<file path="config.mk">
export PLATFORM = sky130hd
export DESIGN_NAME = static_case_select_eval
export DESIGN_NICKNAME = d
export VERILOG_FILES = /design/src/logic/case_sel_pkg.sv /design/src/logic/static_case_select_eval.sv /design/src/logic/input_sync.sv /design/src/logic/tick_divider.sv
export SDC_FILE = /design/constraint.sdc
export NUM_CORES = 1
export LEC_CHECK = 0
export ABC_AREA = 1
export ABC_CLOCK_PERIOD_IN_PS = 6000
export BUFFER_PORTS_ARGS = -buffer_cell sky130_fd_sc_hd__buf_2
export CORE_MARGIN = 1.5
export CORE_UTILIZATION = 60
export CTS_BUF_LIST = sky130_fd_sc_hd__clkbuf_8
export DETAILED_ROUTE_END_ITERATION = 6
export GPL_ROUTABILITY_DRIVEN = 0
export HOLD_SLACK_MARGIN = 0.15
export PLACE_DENSITY = 0.88
export SLEW_MARGIN = 30
export SYNTH_ARGS = -nofsm -noshare
export SYNTH_HDL_FRONTEND = slang
export SYNTH_HIERARCHICAL = 1
export SYNTH_SLANG_ARGS = --single-unit
</file>
<file path="constraint.sdc">
create_clock -name sys_clk_in -period 6 [get_ports sys_clk_in]
set_clock_uncertainty 0.15 [all_clocks]
set_input_delay 0.9 -clock sys_clk_in [delete_from_list [all_inputs] [get_ports sys_clk_in]]
set_output_delay 0.9 -clock sys_clk_in [all_outputs]
set_load 0.1 [all_outputs]
</file>
<file path="src/logic/case_sel_pkg.sv">
// Constants shared by the static case selection block and its helpers.
// Assumes a single 40 MHz system clock and a 32-bit APB register port.
package case_sel_pkg;

  // Clock and time base
  localparam int CLK_PERIOD_NS = 25;
  localparam int MS_NS         = 1000000;
  // Least time: round up to whole cycles
  localparam int TICK_CYCLES   = (MS_NS + CLK_PERIOD_NS - 1) / CLK_PERIOD_NS;
  localparam int GRACE_S       = 1;
  localparam int GRACE_MS_INT  = GRACE_S * 1000;

  localparam int DELAY_W = 16;
  localparam int CASE_W  = 5;
  localparam int EV_W    = 3;
  localparam int ADDR_W  = 8;

  localparam logic [DELAY_W-1:0] GRACE_MS = DELAY_W'(GRACE_MS_INT);

  // Register byte offsets
  localparam logic [ADDR_W-1:0] OFF_CTRL     = 8'h00;
  localparam logic [ADDR_W-1:0] OFF_IRQ_STAT = 8'h04;
  localparam logic [ADDR_W-1:0] OFF_IRQ_MASK = 8'h08;
  localparam logic [ADDR_W-1:0] OFF_DELAY    = 8'h0C;
  localparam logic [ADDR_W-1:0] OFF_STATUS   = 8'h10;

  // Control bit positions
  localparam int CTRL_ONEHOT  = 0;
  localparam int CTRL_SEQMON  = 1;
  localparam int CTRL_RESTART = 2;

  // Interrupt event bit positions
  localparam int EV_CASE = 0;
  localparam int EV_OFF  = 1;
  localparam int EV_LOCK = 2;

  // Status word field positions
  localparam int SR_CASE_LSB  = 0;
  localparam int SR_OUT       = 8;
  localparam int SR_ERR       = 9;
  localparam int SR_STATE_LSB = 16;

  // Reset values
  localparam logic [DELAY_W-1:0] DELAY_RST = 16'h0000;
  localparam logic [EV_W-1:0]    MASK_RST  = 3'h0;
  localparam logic               ONEHOT_RST = 1'h0;
  localparam logic               SEQMON_RST = 1'h0;

  typedef enum logic [3:0] {
    ST_RUN   = 4'h1,
    ST_DELAY = 4'h2,
    ST_GRACE = 4'h4,
    ST_LOCK  = 4'h8
  } fsm_state_t;

endpackage : case_sel_pkg

</file>
<file path="src/logic/static_case_select_eval.sv">
// Static control input evaluation: picks the active monitoring case and
// drives the paired safety switch outputs, with APB registers and an irq.
// Assumes channel pins are asynchronous and field_clear_in is on sys_clk_in.
//
// Behaviour
// - Complementary pair: 1/0 is 0, 0/1 is 1
// - Complementary pair equal levels means error
// - One-hot: exactly one channel high, checked
// - One-hot channels map to cases in order
// - One-hot only with more than one input
// - Old case held through switch-on delay
// - Invalid at delay end: outputs off
// - Valid within one second: new case active
// - No valid within second: off, error, restart
// - Sequence monitoring: invalid at end locks error
// - Outputs high when field clear, else low
//
// Decided for this implementation: the APB register port and the address map.
`timescale 1ns/1ps
module static_case_select_eval
  import case_sel_pkg::*;
#(
  parameter int NUM_INPUTS  = 2,
  parameter int TICK_CYC    = TICK_CYCLES
) (
  // Clock and reset
  input  wire logic                  sys_clk_in,
  input  wire logic                  rst_in,
  // APB slave
  input  wire logic                  psel_in,
  input  wire logic                  penable_in,
  input  wire logic                  pwrite_in,
  input  wire logic [ADDR_W-1:0]     paddr_in,
  input  wire logic [31:0]           pwdata_in,
  output logic      [31:0]           prdata_out,
  output logic                       pready_out,
  output logic                       pslverr_out,
  // Static control input channels, index 0 is input A
  input  wire logic [NUM_INPUTS-1:0] input_chan_one_in,
  input  wire logic [NUM_INPUTS-1:0] input_chan_two_in,
  // Protective field state from the scan evaluation
  input  wire logic                  field_clear_in,
  // Safety outputs and status
  output logic                       safety_switch_output_one_out,
  output logic                       safety_switch_output_two_out,
  output logic      [CASE_W-1:0]     active_case_out,
  output logic                       error_out,
  output logic                       irq_out
);

  localparam int  NCH       = 2 * NUM_INPUTS;
  localparam bit  ONEHOT_OK = (NUM_INPUTS > 1);

  if (NUM_INPUTS < 1 || NUM_INPUTS > 4) begin : g_bad_num
    $error("static_case_select_eval: NUM_INPUTS must be 1 to 4");
  end

  // The case field must hold every one-hot case number
  if (NCH >= (1 << CASE_W)) begin : g_bad_case_w
    $error("static_case_select_eval: CASE_W too narrow for NUM_INPUTS");
  end

  if (TICK_CYC < 2) begin : g_bad_tick
    $error("static_case_select_eval: TICK_CYC must be at least 2");
  end

  typedef struct packed {
    fsm_state_t           state;
    logic [NCH-1:0]       pattern;
    logic [CASE_W-1:0]    act_case;
    logic [DELAY_W-1:0]   count;
    logic                 onehot;
    logic                 seqmon;
    logic [DELAY_W-1:0]   delay;
    logic [EV_W-1:0]      irq_stat;
    logic [EV_W-1:0]      irq_mask;
    logic                 out_one;
    logic                 out_two;
    logic                 err;
    logic                 irq;
    logic                 pready;
    logic                 pslverr;
    logic [31:0]          prdata;
  } regs_t;

  regs_t r;
  regs_t n;

  logic [NUM_INPUTS-1:0] one_s;
  logic [NUM_INPUTS-1:0] two_s;
  logic [NCH-1:0]        pat;
  logic                  tick;
  logic                  tick_clr;

  // All channels pass one synchroniser so they are seen as one set
  input_sync #(.W(NCH)) u_sync (
    .sys_clk_in (sys_clk_in),
    .rst_in     (rst_in),
    .async_in   ({input_chan_two_in, input_chan_one_in}),
    .sync_out   (pat)
  );

  assign one_s = pat[NUM_INPUTS-1:0];
  assign two_s = pat[NCH-1:NUM_INPUTS];

  // Restarted on every change in RUN or DELAY so a delay is a whole number of ticks
  tick_divider #(.CYCLES(TICK_CYC)) u_ms (
    .sys_clk_in (sys_clk_in),
    .rst_in     (rst_in),
    .clr_in     (tick_clr),
    .tick_out   (tick)
  );

  // Pattern decode
  logic                  dec_valid;
  logic [CASE_W-1:0]     dec_case;
  logic                  comp_valid;
  logic [NUM_INPUTS-1:0] comp_val;
  logic [NCH-1:0]        chan;
  logic [3:0]            ones;
  logic [CASE_W-1:0]     hot_idx;
  logic                  use_onehot;

  always_comb begin
    comp_valid = 1'b1;
    comp_val   = '0;
    chan       = '0;
    ones       = '0;
    hot_idx    = '0;
    for (int i = 0; i < NUM_INPUTS; i++) begin
      comp_valid  = comp_valid & (one_s[i] ^ two_s[i]);
      comp_val[i] = two_s[i];
      chan[2*i]   = one_s[i];
      chan[2*i+1] = two_s[i];
    end
    // Channel order A1, A2, B1, B2 gives cases 1 upward
    for (int c = 0; c < NCH; c++) begin
      if (chan[c]) begin
        ones    = ones + 4'h1;
        hot_idx = CASE_W'(c);
      end
    end
    use_onehot = ONEHOT_OK && r.onehot;
    if (use_onehot) begin
      dec_valid = (ones == 4'h1);
      dec_case  = hot_idx + CASE_W'(1);
    end else begin
      dec_valid = comp_valid;
      dec_case  = CASE_W'(comp_val) + CASE_W'(1);
    end
  end

  // Bus and sequencing
  logic                 wr;
  logic                 restart;
  logic [EV_W-1:0]      ev;
  logic [EV_W-1:0]      clr_mask;
  logic                 changed;
  logic                 holds_case;

  always_comb begin
    n         = r;
    ev        = '0;
    tick_clr  = 1'b0;
    changed   = (pat != r.pattern);
    // Zero-wait slave: ready rises in the cycle after setup
    n.pready  = psel_in & ~penable_in;
    n.pslverr = 1'b0;

    // Setup phase: decode address and stage read data for the access phase
    if (psel_in && !penable_in) begin
      n.prdata = '0;
      case (paddr_in)
        OFF_CTRL: begin
          n.prdata[CTRL_ONEHOT] = r.onehot;
          n.prdata[CTRL_SEQMON] = r.seqmon;
        end
        OFF_IRQ_STAT: n.prdata[EV_W-1:0] = r.irq_stat;
        OFF_IRQ_MASK: n.prdata[EV_W-1:0] = r.irq_mask;
        OFF_DELAY:    n.prdata[DELAY_W-1:0] = r.delay;
        OFF_STATUS: begin
          n.prdata[SR_CASE_LSB +: CASE_W] = r.act_case;
          n.prdata[SR_OUT]                = r.out_one;
          n.prdata[SR_ERR]                = r.err;
          n.prdata[SR_STATE_LSB +: $bits(fsm_state_t)] = r.state;
        end
        default: n.pslverr = 1'b1;
      endcase
    end

    // A refused transfer never writes
    wr       = psel_in & penable_in & r.pready & pwrite_in & ~r.pslverr;
    restart  = 1'b0;
    clr_mask = '0;
    if (wr) begin
      case (paddr_in)
        OFF_CTRL: begin
          n.onehot = pwdata_in[CTRL_ONEHOT];
          n.seqmon = pwdata_in[CTRL_SEQMON];
          restart  = pwdata_in[CTRL_RESTART];
        end
        OFF_IRQ_STAT: clr_mask = pwdata_in[EV_W-1:0];
        OFF_IRQ_MASK: n.irq_mask = pwdata_in[EV_W-1:0];
        OFF_DELAY:    n.delay = pwdata_in[DELAY_W-1:0];
        default:      n.delay = r.delay;
      endcase
    end

    case (r.state)
      ST_RUN: begin
        if (changed) begin
          n.pattern = pat;
          n.count   = r.delay;
          n.state   = ST_DELAY;
          tick_clr  = 1'b1;
        end
      end
      ST_DELAY: begin
        if (changed) begin
          // A further change restarts the delay; the old case stays active
          n.pattern = pat;
          n.count   = r.delay;
          tick_clr  = 1'b1;
        end else if (r.count == '0) begin
          if (dec_valid) begin
            n.act_case = dec_case;
            n.state    = ST_RUN;
          end else if (r.seqmon) begin
            n.state = ST_LOCK;
          end else begin
            n.state  = ST_GRACE;
            n.count  = GRACE_MS;
            tick_clr = 1'b1;
          end
        end else if (tick) begin
          n.count = r.count - DELAY_W'(1);
        end
      end
      ST_GRACE: begin
        // No settling here: any valid set ends the window, even a passing one
        n.pattern = pat;
        if (dec_valid) begin
          n.act_case = dec_case;
          n.state    = ST_RUN;
        end else if (r.count == '0) begin
          n.state = ST_LOCK;
        end else if (tick) begin
          n.count = r.count - DELAY_W'(1);
        end
      end
      ST_LOCK: begin
        // Only a restart leaves the latched error
        if (restart) begin
          n.state    = ST_DELAY;
          n.pattern  = pat;
          n.count    = '0;
          n.act_case = '0;
        end
      end
      default: n.state = ST_LOCK;
    endcase

    ev[EV_CASE] = (n.act_case != r.act_case) && (n.act_case != '0);
    ev[EV_OFF]  = (n.state != r.state) && (n.state == ST_GRACE || n.state == ST_LOCK);
    ev[EV_LOCK] = (n.state == ST_LOCK) && (r.state != ST_LOCK);

    // A new event wins over a clear in the same cycle
    n.irq_stat = (r.irq_stat & ~clr_mask) | ev;
    n.irq      = |(n.irq_stat & n.irq_mask);

    // Both outputs come from one decision; the pair differs only on a hardware fault
    n.err      = (n.state == ST_LOCK);
    holds_case = (n.state == ST_RUN || n.state == ST_DELAY) && (n.act_case != '0);
    n.out_one  = field_clear_in & holds_case;
    n.out_two  = field_clear_in & holds_case;
  end

  // Reset lands in DELAY with a zero count, so the first pins are judged at once
  always_ff @(posedge sys_clk_in) begin
    if (rst_in) begin
      r          <= '0;
      r.state    <= ST_DELAY;
      r.onehot   <= ONEHOT_RST;
      r.seqmon   <= SEQMON_RST;
      r.delay    <= DELAY_RST;
      r.irq_mask <= MASK_RST;
    end else begin
      r <= n;
    end
  end

  assign prdata_out                   = r.prdata;
  assign pready_out                   = r.pready;
  assign pslverr_out                  = r.pslverr;
  assign safety_switch_output_one_out = r.out_one;
  assign safety_switch_output_two_out = r.out_two;
  assign active_case_out              = r.act_case;
  assign error_out                    = r.err;
  assign irq_out                      = r.irq;

endmodule : static_case_select_eval

</file>
<file path="src/logic/input_sync.sv">
// Three-stage synchroniser with agreement filter for pin inputs.
// Assumes inputs are asynchronous to sys_clk_in; output is a flop.
`timescale 1ns/1ps
module input_sync #(
  parameter int W = 4
) (
  // Clock and reset
  input  wire logic         sys_clk_in,
  input  wire logic         rst_in,
  // Pins and result
  input  wire logic [W-1:0] async_in,
  output logic      [W-1:0] sync_out
);

  typedef struct packed {
    logic [W-1:0] s1;
    logic [W-1:0] s2;
    logic [W-1:0] s3;
    logic [W-1:0] filt;
  } sync_regs_t;

  sync_regs_t r;
  sync_regs_t n;

  if (W < 1) begin : g_bad_w
    $error("input_sync: W must be at least 1");
  end

  always_comb begin
    n    = r;
    n.s1 = async_in;
    n.s2 = r.s1;
    n.s3 = r.s2;
    // A bit only moves once stages two and three agree
    for (int i = 0; i < W; i++) begin
      if (r.s2[i] == r.s3[i]) begin
        n.filt[i] = r.s3[i];
      end
    end
  end

  always_ff @(posedge sys_clk_in) begin
    if (rst_in) begin
      r <= '0;
    end else begin
      r <= n;
    end
  end

  assign sync_out = r.filt;

endmodule : input_sync

</file>
<file path="src/logic/tick_divider.sv">
// Divider giving a one-cycle enable pulse every CYCLES clocks.
// Assumes clr_in is from logic on the same clock; clr restarts the period.
`timescale 1ns/1ps
module tick_divider #(
  parameter int CYCLES = 40000
) (
  // Clock and reset
  input  wire logic sys_clk_in,
  input  wire logic rst_in,
  // Control and pulse
  input  wire logic clr_in,
  output logic      tick_out
);

  localparam int CW = $clog2(CYCLES + 1);

  typedef struct packed {
    logic [CW-1:0] count;
    logic          tick;
  } div_regs_t;

  div_regs_t r;
  div_regs_t n;

  if (CYCLES < 2) begin : g_bad_cycles
    $error("tick_divider: CYCLES must be at least 2");
  end

  always_comb begin
    n      = r;
    n.tick = 1'b0;
    if (clr_in) begin
      n.count = '0;
    end else if (r.count == CW'(CYCLES - 1)) begin
      n.count = '0;
      n.tick  = 1'b1;
    end else begin
      n.count = r.count + CW'(1);
    end
  end

  always_ff @(posedge sys_clk_in) begin
    if (rst_in) begin
      r <= '0;
    end else begin
      r <= n;
    end
  end

  assign tick_out = r.tick;

endmodule : tick_divider

</file>
After elaboration in Yosys (flattened, before gate mapping):

Index checks and enable logic that the tools add are counted.

* bits of input ports: 50
* output and inout port bits: 43
* logic and storage cells: 151
* bits in registers: 111

* $add $sub $neg: 7
* bitwise operators: 16
* equality and inequality tests: 29
* reductions and logical operators: 21
* muxes and demuxes: 54

Operators with widths (count)
* $mux W16: 8
* $pmux W16 S4: 1
* $mux W4: 10
* $pmux W4 S4: 2
* $mux W5: 6
* $mux W29: 1
* $add A16 B1 Y16 const B: 1
* $eq A16 B16 Y1 const B: 1
* $eq A8 B4 Y1 const B: 2
* $logic_not A16 Y1: 1
* $sub A16 B1 Y16 const B: 1
* $mux W3: 5
* $pmux W5 S3: 1
* $eq A4 B1 Y1 const B: 3
* $mux W1: 12
* $ne A4 B4 Y1 const B: 3
* $ne A2 B2 Y1 const B: 5
* $pmux W2 S5: 1
* $add A4 B1 Y4 const B: 2
* $eq A4 B2 Y1 const B: 2
* $eq A4 B3 Y1 const B: 2
* $eq A4 B4 Y1 const B: 2
* $eq A8 B3 Y1 const B: 1
* $eq A8 B5 Y1 const B: 1
* other kinds (30): 53

Longest topological paths before layout:

Gate-level depths: netlist of run 1.

* depth in word-level cells: 19
* mapped depth: 25
* gate-level depth less buffers: 24

Modules after synthesis:

Netlist of run 1, hierarchy kept.

Modules (own cells, without submodules)
* static_case_select_eval: times used 1, cells an instance 659, seq. area each 1561.5 µm², area an instance 4529.3 µm²
* tick_divider: times used 1, cells an instance 124, seq. area each 340.3 µm², area an instance 850.8 µm²
* input_sync: times used 1, cells an instance 58, seq. area each 320.3 µm², area an instance 510.5 µm²

Least setup slack after synthesis of run 1:

No wires, ideal clock.

* path kind: reg-to-reg
* start point: register u_sync.r (netlist bit u_sync/sync_out[2])
* end point: register r (netlist bit irq_out)
* library setup time: 119 ps
* period minus slack after synthesis: 2736 ps
* cell stages (with the launch flop): 23
* setup slack: 3264 ps
* path buffers: 1
* arrival: 2467 ps
* data required time: 5731 ps
* path through: dfxtp_1 -> buf_4 -> inv_1 -> ha_1 -> nor2_1 -> nor2_1 -> ha_1 -> nor2_1 -> o21ai_0 -> nand2_1 -> nand2_1 -> nand2_4 -> nor2_1 -> nor2_4 -> nand2_4 -> nand2_1 -> nand2_1 -> nor2_2 -> nand2_1 -> nand2_1 -> nand2_1 -> nand2_1 -> nand3_1

* longest elaborated chain between the ends: 17
* elaborated cells on any way between the ends: 38
* classes of those cells: 4 x add/sub; 6 x eq/ne; 18 x mux; 4 x bitwise; 6 x reduce/logical

RTL lines
* from (decl): RTL line input_sync.sv:22 `sync_regs_t r;`
* from (signal assigned): RTL line input_sync.sv:46 `r <= n;`
* $mux W2: RTL line static_case_select_eval.sv:138 `if (chan[c]) begin`
* $add A4 B1 Y4: RTL line static_case_select_eval.sv:139 `ones = ones + 4'h1;`
* $mux W4: RTL line static_case_select_eval.sv:138
* $add A4 B1 Y4: RTL line static_case_select_eval.sv:139
* $mux W4: RTL line static_case_select_eval.sv:138
* $eq A4 B1 Y1: RTL line static_case_select_eval.sv:145 `dec_valid = (ones == 4'h1);`
* $mux W1: RTL line static_case_select_eval.sv:144 `if (use_onehot) begin`
* $mux W4: RTL line static_case_select_eval.sv:225 `if (dec_valid) begin`
* $mux W4: RTL line static_case_select_eval.sv:224 `end else if (r.count == '0) begin`
* $mux W4: RTL line static_case_select_eval.sv:219 `if (changed) begin`
* $pmux W4 S4: RTL line static_case_select_eval.sv:209 `case (r.state)`
* $eq A4 B3 Y1 / $eq A4 B4 Y1 (equally long branches): RTL line static_case_select_eval.sv:264, static_case_select_eval.sv:265
* $logic_or A1 B1 Y1: RTL line static_case_select_eval.sv:264 `ev[EV_OFF] = (n.state != r.state) && (n.state == ST_GRACE || n.state == ST_LOCK);`
* $logic_and A1 B1 Y1: RTL line static_case_select_eval.sv:264
* $or A3 B3 Y3 (*): RTL line static_case_select_eval.sv:268 `n.irq_stat = (r.irq_stat & ~clr_mask) | ev;`
* $and A3 B3 Y3 (*): RTL line static_case_select_eval.sv:269 `n.irq = |(n.irq_stat & n.irq_mask);`
* $reduce_or A3 Y1 (*): RTL line static_case_select_eval.sv:269
* to (signal assigned): RTL line static_case_select_eval.sv:288 `r <= n;`
* to (decl): RTL line static_case_select_eval.sv:86 `regs_t r;`

Every way passes the cells marked *; elsewhere a longest branch is shown, timed or not. The select of a mux whose other input is x is not followed.
A chain may end at the register's enable or synchronous reset.

Worst setup path after layout of run 1:

* start point: register u_sync.r (netlist bit u_sync/sync_out[2])
* end point: register r[62] (netlist name)

* longest elaborated chain between the ends: 9
* elaborated cells on any way between the ends: 17
* classes of those cells: 2 x add/sub; 6 x eq/ne; 6 x mux; 2 x bitwise; 1 x reduce/logical

RTL lines (RTL line)
* $mux W2: static_case_select_eval.sv:138
* $add A4 B1 Y4: static_case_select_eval.sv:139
* $mux W4: static_case_select_eval.sv:138
* $add A4 B1 Y4: static_case_select_eval.sv:139
* $mux W4: static_case_select_eval.sv:138
* $eq A4 B1 Y1: static_case_select_eval.sv:145
* $mux W1: static_case_select_eval.sv:144
* $ne A4 B4 Y1 (no source line) / $ne A2 B2 Y1 (equally long branches)
* $reduce_and A7 Y1 (no source line)

Several ways; a longest one is shown, not always the timed one.

==> summary.md, run 1 <==
| Metric | Value |
|---|---|
| Outcome | `finished clean` |
| Total of max-cap violations | `0` |
| Critical Path End Type | `register` |
| Antenna diodes | `0` |
| Min Tclk post-route | `3580 ps` |
| Worst EP arrival | `3710 ps` |
| Initial antenna violation count | `0` |
| H-tree depth | `3` |
| Commonest non-fill, non-tap cell in the layout | `nand2_1` |
| TNS Setup | `0 ps` |
| Netlist cell types | `47` |
| Detailed Route Iter0 Violations | `361` |
| Clock-pin slew of the registers on the worst-case setup and hold paths | `100 ps` |
| Synth top area share | `0.377` |
| Worst hold path class | `register to register` |
| Buffers on Ports | `64` |
| Global-route usage over all layers | `0.266` |
| Die H | `102 microns` |
| Final hold violation count | `0` |
| Gate count of the mapped netlist | `841` |
| Die area | `0.0104 sq mm` |
| Cell Area, Placed | `0.00604 sq mm` |
| Pre-Repair DR Iteration Count | `7` |
| # DRC | `0` |
| Post-Syn Area per Cell | `7.00 sq um` |
| Hpwl dp | `9710 microns` |
| Area Overhead vs Synth | `6.22%` |
| TritonCTS clock tree | `built` |
| Clock Root Buffer | `clkbuf_8` |
| Vias | `5429` |
| Vias in the first global route | `4781` |
| Leading area contributor after synthesis | `dfxtp_1` |
| Top Ports | `93` |
| FF-to-FF path depth | `21` |
| Period Utilization, post-route | `0.597` |
| Fin nets | `929` |
| Critical path startpoint category | `register` |
| DR WL/cell | `13.1 microns` |
| Util after Layout | `0.668` |
| Worst-Margin Slew | `645 ps` |
| Initial core utilization | `0.629` |
| Core area | `0.00937 sq mm` |
| Clock Sinks | `111` |
| Synth Register Bits | `111` |
| Synth top area cells | `dfxtp_1 38%, nand2_1 9.0%, nor2_1 7.3%` |
| Syn Std Cell Area | `0.00589 sq mm` |
| Fillers | `827` |
| Pins Over Slew Limit | `0` |
| Final ANT Viol Nets | `0` |
| Post-synth ARST share | `0` |
| Vias per cell | `5.40` |
| Die Wd | `102 microns` |
| Post-synth EDFFs | `0` |
| Layout cells sized above 1 | `0.158` |
| Pin count of the biggest net entering global routing | `55` |
| # Post-CTS Setup Buffers | `0` |
| Post-CTS sizing | `0` |
| CP Max Fanout | `17` |
| Hold Path Depth | `2` |
| CTS Hold Bufs | `0` |
| Fin area | `0.00626 sq mm` |
| Slew margin rel. | `0.570` |
| RSZ-0062 raised after global routing | `no` |
| Post-Route WL | `13100 microns` |
| Most frequent cells in the layout | `142 x nand2_1, 114 x nor2_1, 111 x dfxtp_1, 94 x inv_1, 78 x o21ai_0` |
| Grt ovf | `0` |
| Placement row count | `35` |
| Clock buffer depth | `2` |
| Worst setup path class | `register to register` |
| CTS buffer count | `9` |
| First-pass GRT wire length | `22000 microns` |
| Yosys Warn Count | `6` |
| Worst-Skew Late Latency | `390 ps` |
| Ys flop type | `dfxtp_1` |
| Pleak | `2.71 nW` |
| CP required | `6120 ps` |
| PD cells | `352 mW/mm^2` |
| Post-synthesis sequential area ratio | `0.377` |
| Maximum vdd drop | `0.257 mV` |
| Final setup vio count | `0` |
| Max Clk Rate | `0.279 GHz` |
[synth_stat cells (4+ instances only)]
master,count
nand2_1,142
nor2_1,115
dfxtp_1,111
inv_1,94
o21ai_0,78
a21oi_1,61
nand3_1,47
buf_4,44
clkbuf_1,14
inv_2,14
nand4_1,11
nor2_2,10
xor2_1,10
ha_1,8
a31oi_1,7
nand2_2,7
nor3_1,6
o221ai_1,5
nor3_2,4
o22ai_1,4
xnor2_1,4
[metal layers]
layer | up-vias | track usage | share of wire
met5 | - | 0 | 0
met4 | 0 | 0.109 | 0.026
met3 | 31 | 0.0534 | 0.060
met2 | 204 | 0.438 | 0.47
met1 | 2448 | 0.342 | 0.44
li1 | 2746 | - | -
[critical path: stages, from the launching register on]
cell     delay [ps]
dfxtp_1         490
inv_1           150
ha_1            360
nand2_1         100
inv_2            50
nor2_1          150
ha_1            180
nand2_1          70
inv_1            70
nand2_1          50
nand2_1          70
nor2_1           40
nand2_1         100
nand2_4          90
inv_2           130
nand2_1          70
nand2_1          50
inv_1            60
nor3_4          490
inv_2           280
o21ai_0         230
a21oi_1          50
[flip-flops by register name (all words and copies together), names as in the netlist, 4 cells and up]
name	cells
active_case_out	5
prdata_out	20
r	47
u_ms/r	16
u_sync/n	8
u_sync/r	4
u_sync/sync_out	4
[worst paths after layout]
path | slack (ps) | start | to
hold reg to reg | 260 | u_sync/n[9]$_SDFF_PP0_ | u_sync/n[5]$_SDFF_PP0_
setup / recovery | 2420 | u_sync/sync_out[2]$_SDFFE_PP0N_ | r[62]$_SDFFE_PP0P_
setup reg to reg | 2420 | u_sync/sync_out[2]$_SDFFE_PP0N_ | r[62]$_SDFFE_PP0P_
hold / removal | 260 | u_sync/n[9]$_SDFF_PP0_ | u_sync/n[5]$_SDFF_PP0_
[through the flow]
step / setup slack [ps] / instances / hold WS [ps] / power [mW]
after detailed placement: 2470 / 989 / 246 / 1.72
after CTS: 2450 / 1005 / 261 / 2.20
after global placement: 2590 / 989 / 239 / 1.70
after floorplan: 3260 / 852 / 238 / 1.58
final: 2420 / 1005 / 257 / 2.20
after global routing: 2120 / 1005 / 291 / 2.33
[cell type report]
| cell class | instances | area (sq um) | area share |
|---|---|---|---|
| Sequential cell | 111 | 2220 | 0.355 |
| Timing Repair Buffer | 69 | 358 | 0.0572 |
| Clock buffer | 9 | 124 | 0.0198 |
| Clock inverter | 7 | 96.3 | 0.0154 |
| Multi-Input combinational cell | 569 | 2880 | 0.460 |
| Tap cell | 129 | 161 | 0.0258 |
| Inverter | 111 | 417 | 0.0666 |
[where the power goes]
group	internal (mW)	switching, mW
clock	0.205	0.281
combinational	0.237	0.609
sequential	0.806	0.0647
[cell families (layout without fill, tap and decap cells)]
kind of cell / after synthesis / in the layout / share of synthesized area
AND/OR/NAND/NOR: 357 / 357 / 0.272
flip-flops: 111 / 111 / 0.377
adder cells (fa/ha/maj): 8 / 8 / 0.0170
buffers and inverters: 172 / 196 / 0.141
AO/OA/AOI/OAI: 178 / 178 / 0.171
other: 1 / 12 / 0.000637
XOR/XNOR: 14 / 14 / 0.0208
No activity file was read; power rests on OpenSTA's default activity.
==> run 2: changes to the inputs <==
Settings changed: ABC_CLOCK_PERIOD_IN_PS 6000 to 2900, CORE_UTILIZATION 60 to 53, PLACE_DENSITY 0.88 to 0.82.
Clock period 6 ns to 2.9 ns, I/O delays scaled along.
==> run 2 against run 1 <==
  * Critical endpoint is now r[75]$_SDFFE_PP0P_
  * Critical path type unchanged
  * Core utilization is 6.3 points lower
  * Sequential power increased by 110%
  * Count of clock-buffer cells in the layout rose by 1
  * Critical path depth decreased by 2
  * Worst hold slack got worse by 79 ps
  * Design area grew 4.8%
  * Fmax is 30% higher
  * Global-route usage down 4.0 points
  * Combinational power grew 120%
==> summary.md, run 2 (synthesis results as in run 1) <==
| Metric | Value |
|---|---|
| Hold_sp | `pwdata_in[5]` |
| Buffers on Ports | `64` |
| Period Utilization, post-route | `0.950` |
| Maximum vdd drop | `0.480 mV` |
| Pleak | `2.84 nW` |
| Top Ports | `93` |
| Vias in the first global route | `4724` |
| Vias | `5495` |
| Most frequent cells in the layout | `139 x nand2_1, 109 x nor2_1, 108 x dfxtp_1, 93 x inv_1, 76 x o21ai_0` |
| Reg2reg end | `r[75]$_SDFFE_PP0P_` |
| Critical-path cell list | `inv_2 -> ha_4 -> nand2_2 -> inv_2 -> nor2_4 -> ha_1 -> nor2_1 -> o21ai_0 -> nand2_1 -> nand2_1 -> nand2_4 -> clkinv_4 -> buf_4 -> a21oi_4 -> nor3_4 -> buf_6 -> buf_4 -> o21ai_1 -> a21oi_1` |
| Worst R2R Start | `u_sync/sync_out[2]$_SDFFE_PP0N_` |
| Layout Cells excl Fill | `1045` |
| Clock Root Buffer | `clkbuf_8` |
| Commonest non-fill, non-tap cell in the layout | `nand2_1` |
| Worst path max stage delay | `380 ps` |
| Fin nets | `958` |
| Vias per cell | `5.26` |
| Worst hold path class | `input pin to register` |
| CP Max Fanout | `8` |
| Worst Hold Endpoint | `r[49]$_SDFFE_PP0P_` |
| Worst setup path class | `register to register` |
| Placement row count | `38` |
| Hold Path Depth | `3` |
| Hpwl dp | `9420 microns` |
| Worst EP arrival | `2870 ps` |
| FF-to-FF path depth | `19` |
| # DRC | `0` |
| Die H | `108 microns` |
| Grt ovf | `0` |
| CP max stage cell | `dfxtp_4` |
| Crit path buf inv count | `6` |
| Die area | `0.0118 sq mm` |
| Clock buffer depth | `2` |
| Pins Over Slew Limit | `0` |
| Core area | `0.0108 sq mm` |
| Final ANT Viol Nets | `0` |
| Worst-Skew Late Latency | `370 ps` |
| R2R Setup Slk | `140 ps` |
| RSZ-0062 raised after global routing | `yes` |
| Critical path startpoint category | `register` |
| TNS Setup | `0 ps` |
| Clock-pin slew of the registers on the worst-case setup and hold paths | `100 ps` |
| Layout cells sized above 1 | `0.189` |
| CTS buffer count | `9` |
| First-pass GRT wire length | `21300 microns` |
| Total of max-cap violations | `0` |
| CP required | `3020 ps` |
| Max Clk Rate | `0.363 GHz` |
| Slew margin rel. | `0.535` |
| TritonCTS clock tree | `built` |
| Clock Sinks | `111` |
| Final hold violation count | `0` |
| Detailed Route Iter0 Violations | `409` |
| Util after Layout | `0.605` |
| Post-Route WL | `13500 microns` |
| Dpl cells | `1007` |
| CP delay by family, top | `buffers and inverters` |
| Final setup vio count | `0` |
| H-tree depth | `3` |
| Die Wd | `108 microns` |
| Global-route usage over all layers | `0.226` |
| DR WL/cell | `12.9 microns` |
| Reg with most FFs | `r` |
| Antenna diodes | `0` |
| Outcome | `finished clean` |
| Crit path from | `u_sync/sync_out[2]$_SDFFE_PP0N_` |
| Initial antenna violation count | `0` |
| Flip-flop count of the largest register after layout | `47` |
| Pre-Repair DR Iteration Count | `4` |
| Min Tclk post-route | `2760 ps` |
| Worst-Margin Slew | `697 ps` |
| Critical Path End Type | `register` |
| Pin count of the biggest net entering global routing | `55` |
| PD cells | `697 mW/mm^2` |
| Area Overhead vs Synth | `11.3%` |
| Initial core utilization | `0.543` |
-- run 2: stage by stage --
| stage | cell area, sq um | power [mW] | worst slack [ps] | hold WS (ps) |
|---|---|---|---|---|
| after CTS | 6410 | 4.43 | 13.9 | 164 |
| final | 6560 | 4.57 | 144 | 178 |
| after global placement | 6100 | 3.55 | 41.3 | 243 |
| after floorplan | 5930 | 3.27 | 164 | 238 |
| after global routing | 6560 | 4.86 | -56.3 | 199 |
| after detailed placement | 6100 | 3.56 | -35.3 | 246 |
-- run 2: report_power, final --
part	total, mW	switching, mW	internal [mW]
clock	0.872	0.532	0.340
sequential	1.79	0.129	1.67
combinational	1.90	1.32	0.583
total	4.57	1.98	2.59
-- run 2: per-layer routing --
| layer | share of wire | vias to the layer above | routed length [microns] | GRT usage |
|---|---|---|---|---|
| met5 | 0 | - | 0 | 0 |
| met4 | 0.023 | 0 | 308 | 0.0818 |
| met3 | 0.056 | 28 | 754 | 0.0398 |
| met2 | 0.47 | 168 | 6330 | 0.367 |
| met1 | 0.45 | 2494 | 6090 | 0.302 |
| li1 | - | 2805 | - | - |
-- run 2: repair_timing --
item	in CTS	in global routing
hold buffers	12	0
cloned	0	1
gates resized for setup	3	27
pin swaps	0	10
endpoints found under the hold margin	12	0
setup buffers	0	9
setup endpoints to repair	1	37
-- run 2: how the worst max path moves through the flow --
stage / slack (ps) / cells past startpoint / end
after floorplan: 160 / 22 / irq_out$_SDFF_PP0_
after global placement: 40 / 21 / irq_out$_SDFF_PP0_
after detailed placement: -40 / 21 / irq_out$_SDFF_PP0_
after CTS: 10 / 21 / irq_out$_SDFF_PP0_
after global routing: -60 / 24 / irq_out$_SDFF_PP0_
final: 140 / 19 / r[75]$_SDFFE_PP0P_
-- run 2: final cells by class --
class	instances	area (sq um)
Fill cell	1007	4280
Inverter	111	424
Timing Repair Buffer	98	609
Tap cell	140	175
Sequential cell	111	2230
Clock inverter	6	45.0
Clock buffer	10	138
Multi-Input combinational cell	569	2940
-- run 2: worst reg2reg max path, stage by stage (launching register included) --
cell,delay (ps)
dfxtp_4,380
inv_2,50
ha_4,290
nand2_2,50
inv_2,90
nor2_4,40
ha_1,280
nor2_1,90
o21ai_0,80
nand2_1,60
nand2_1,80
nand2_4,130
clkinv_4,90
buf_4,150
a21oi_4,140
nor3_4,70
buf_6,140
buf_4,140
o21ai_1,100
a21oi_1,50
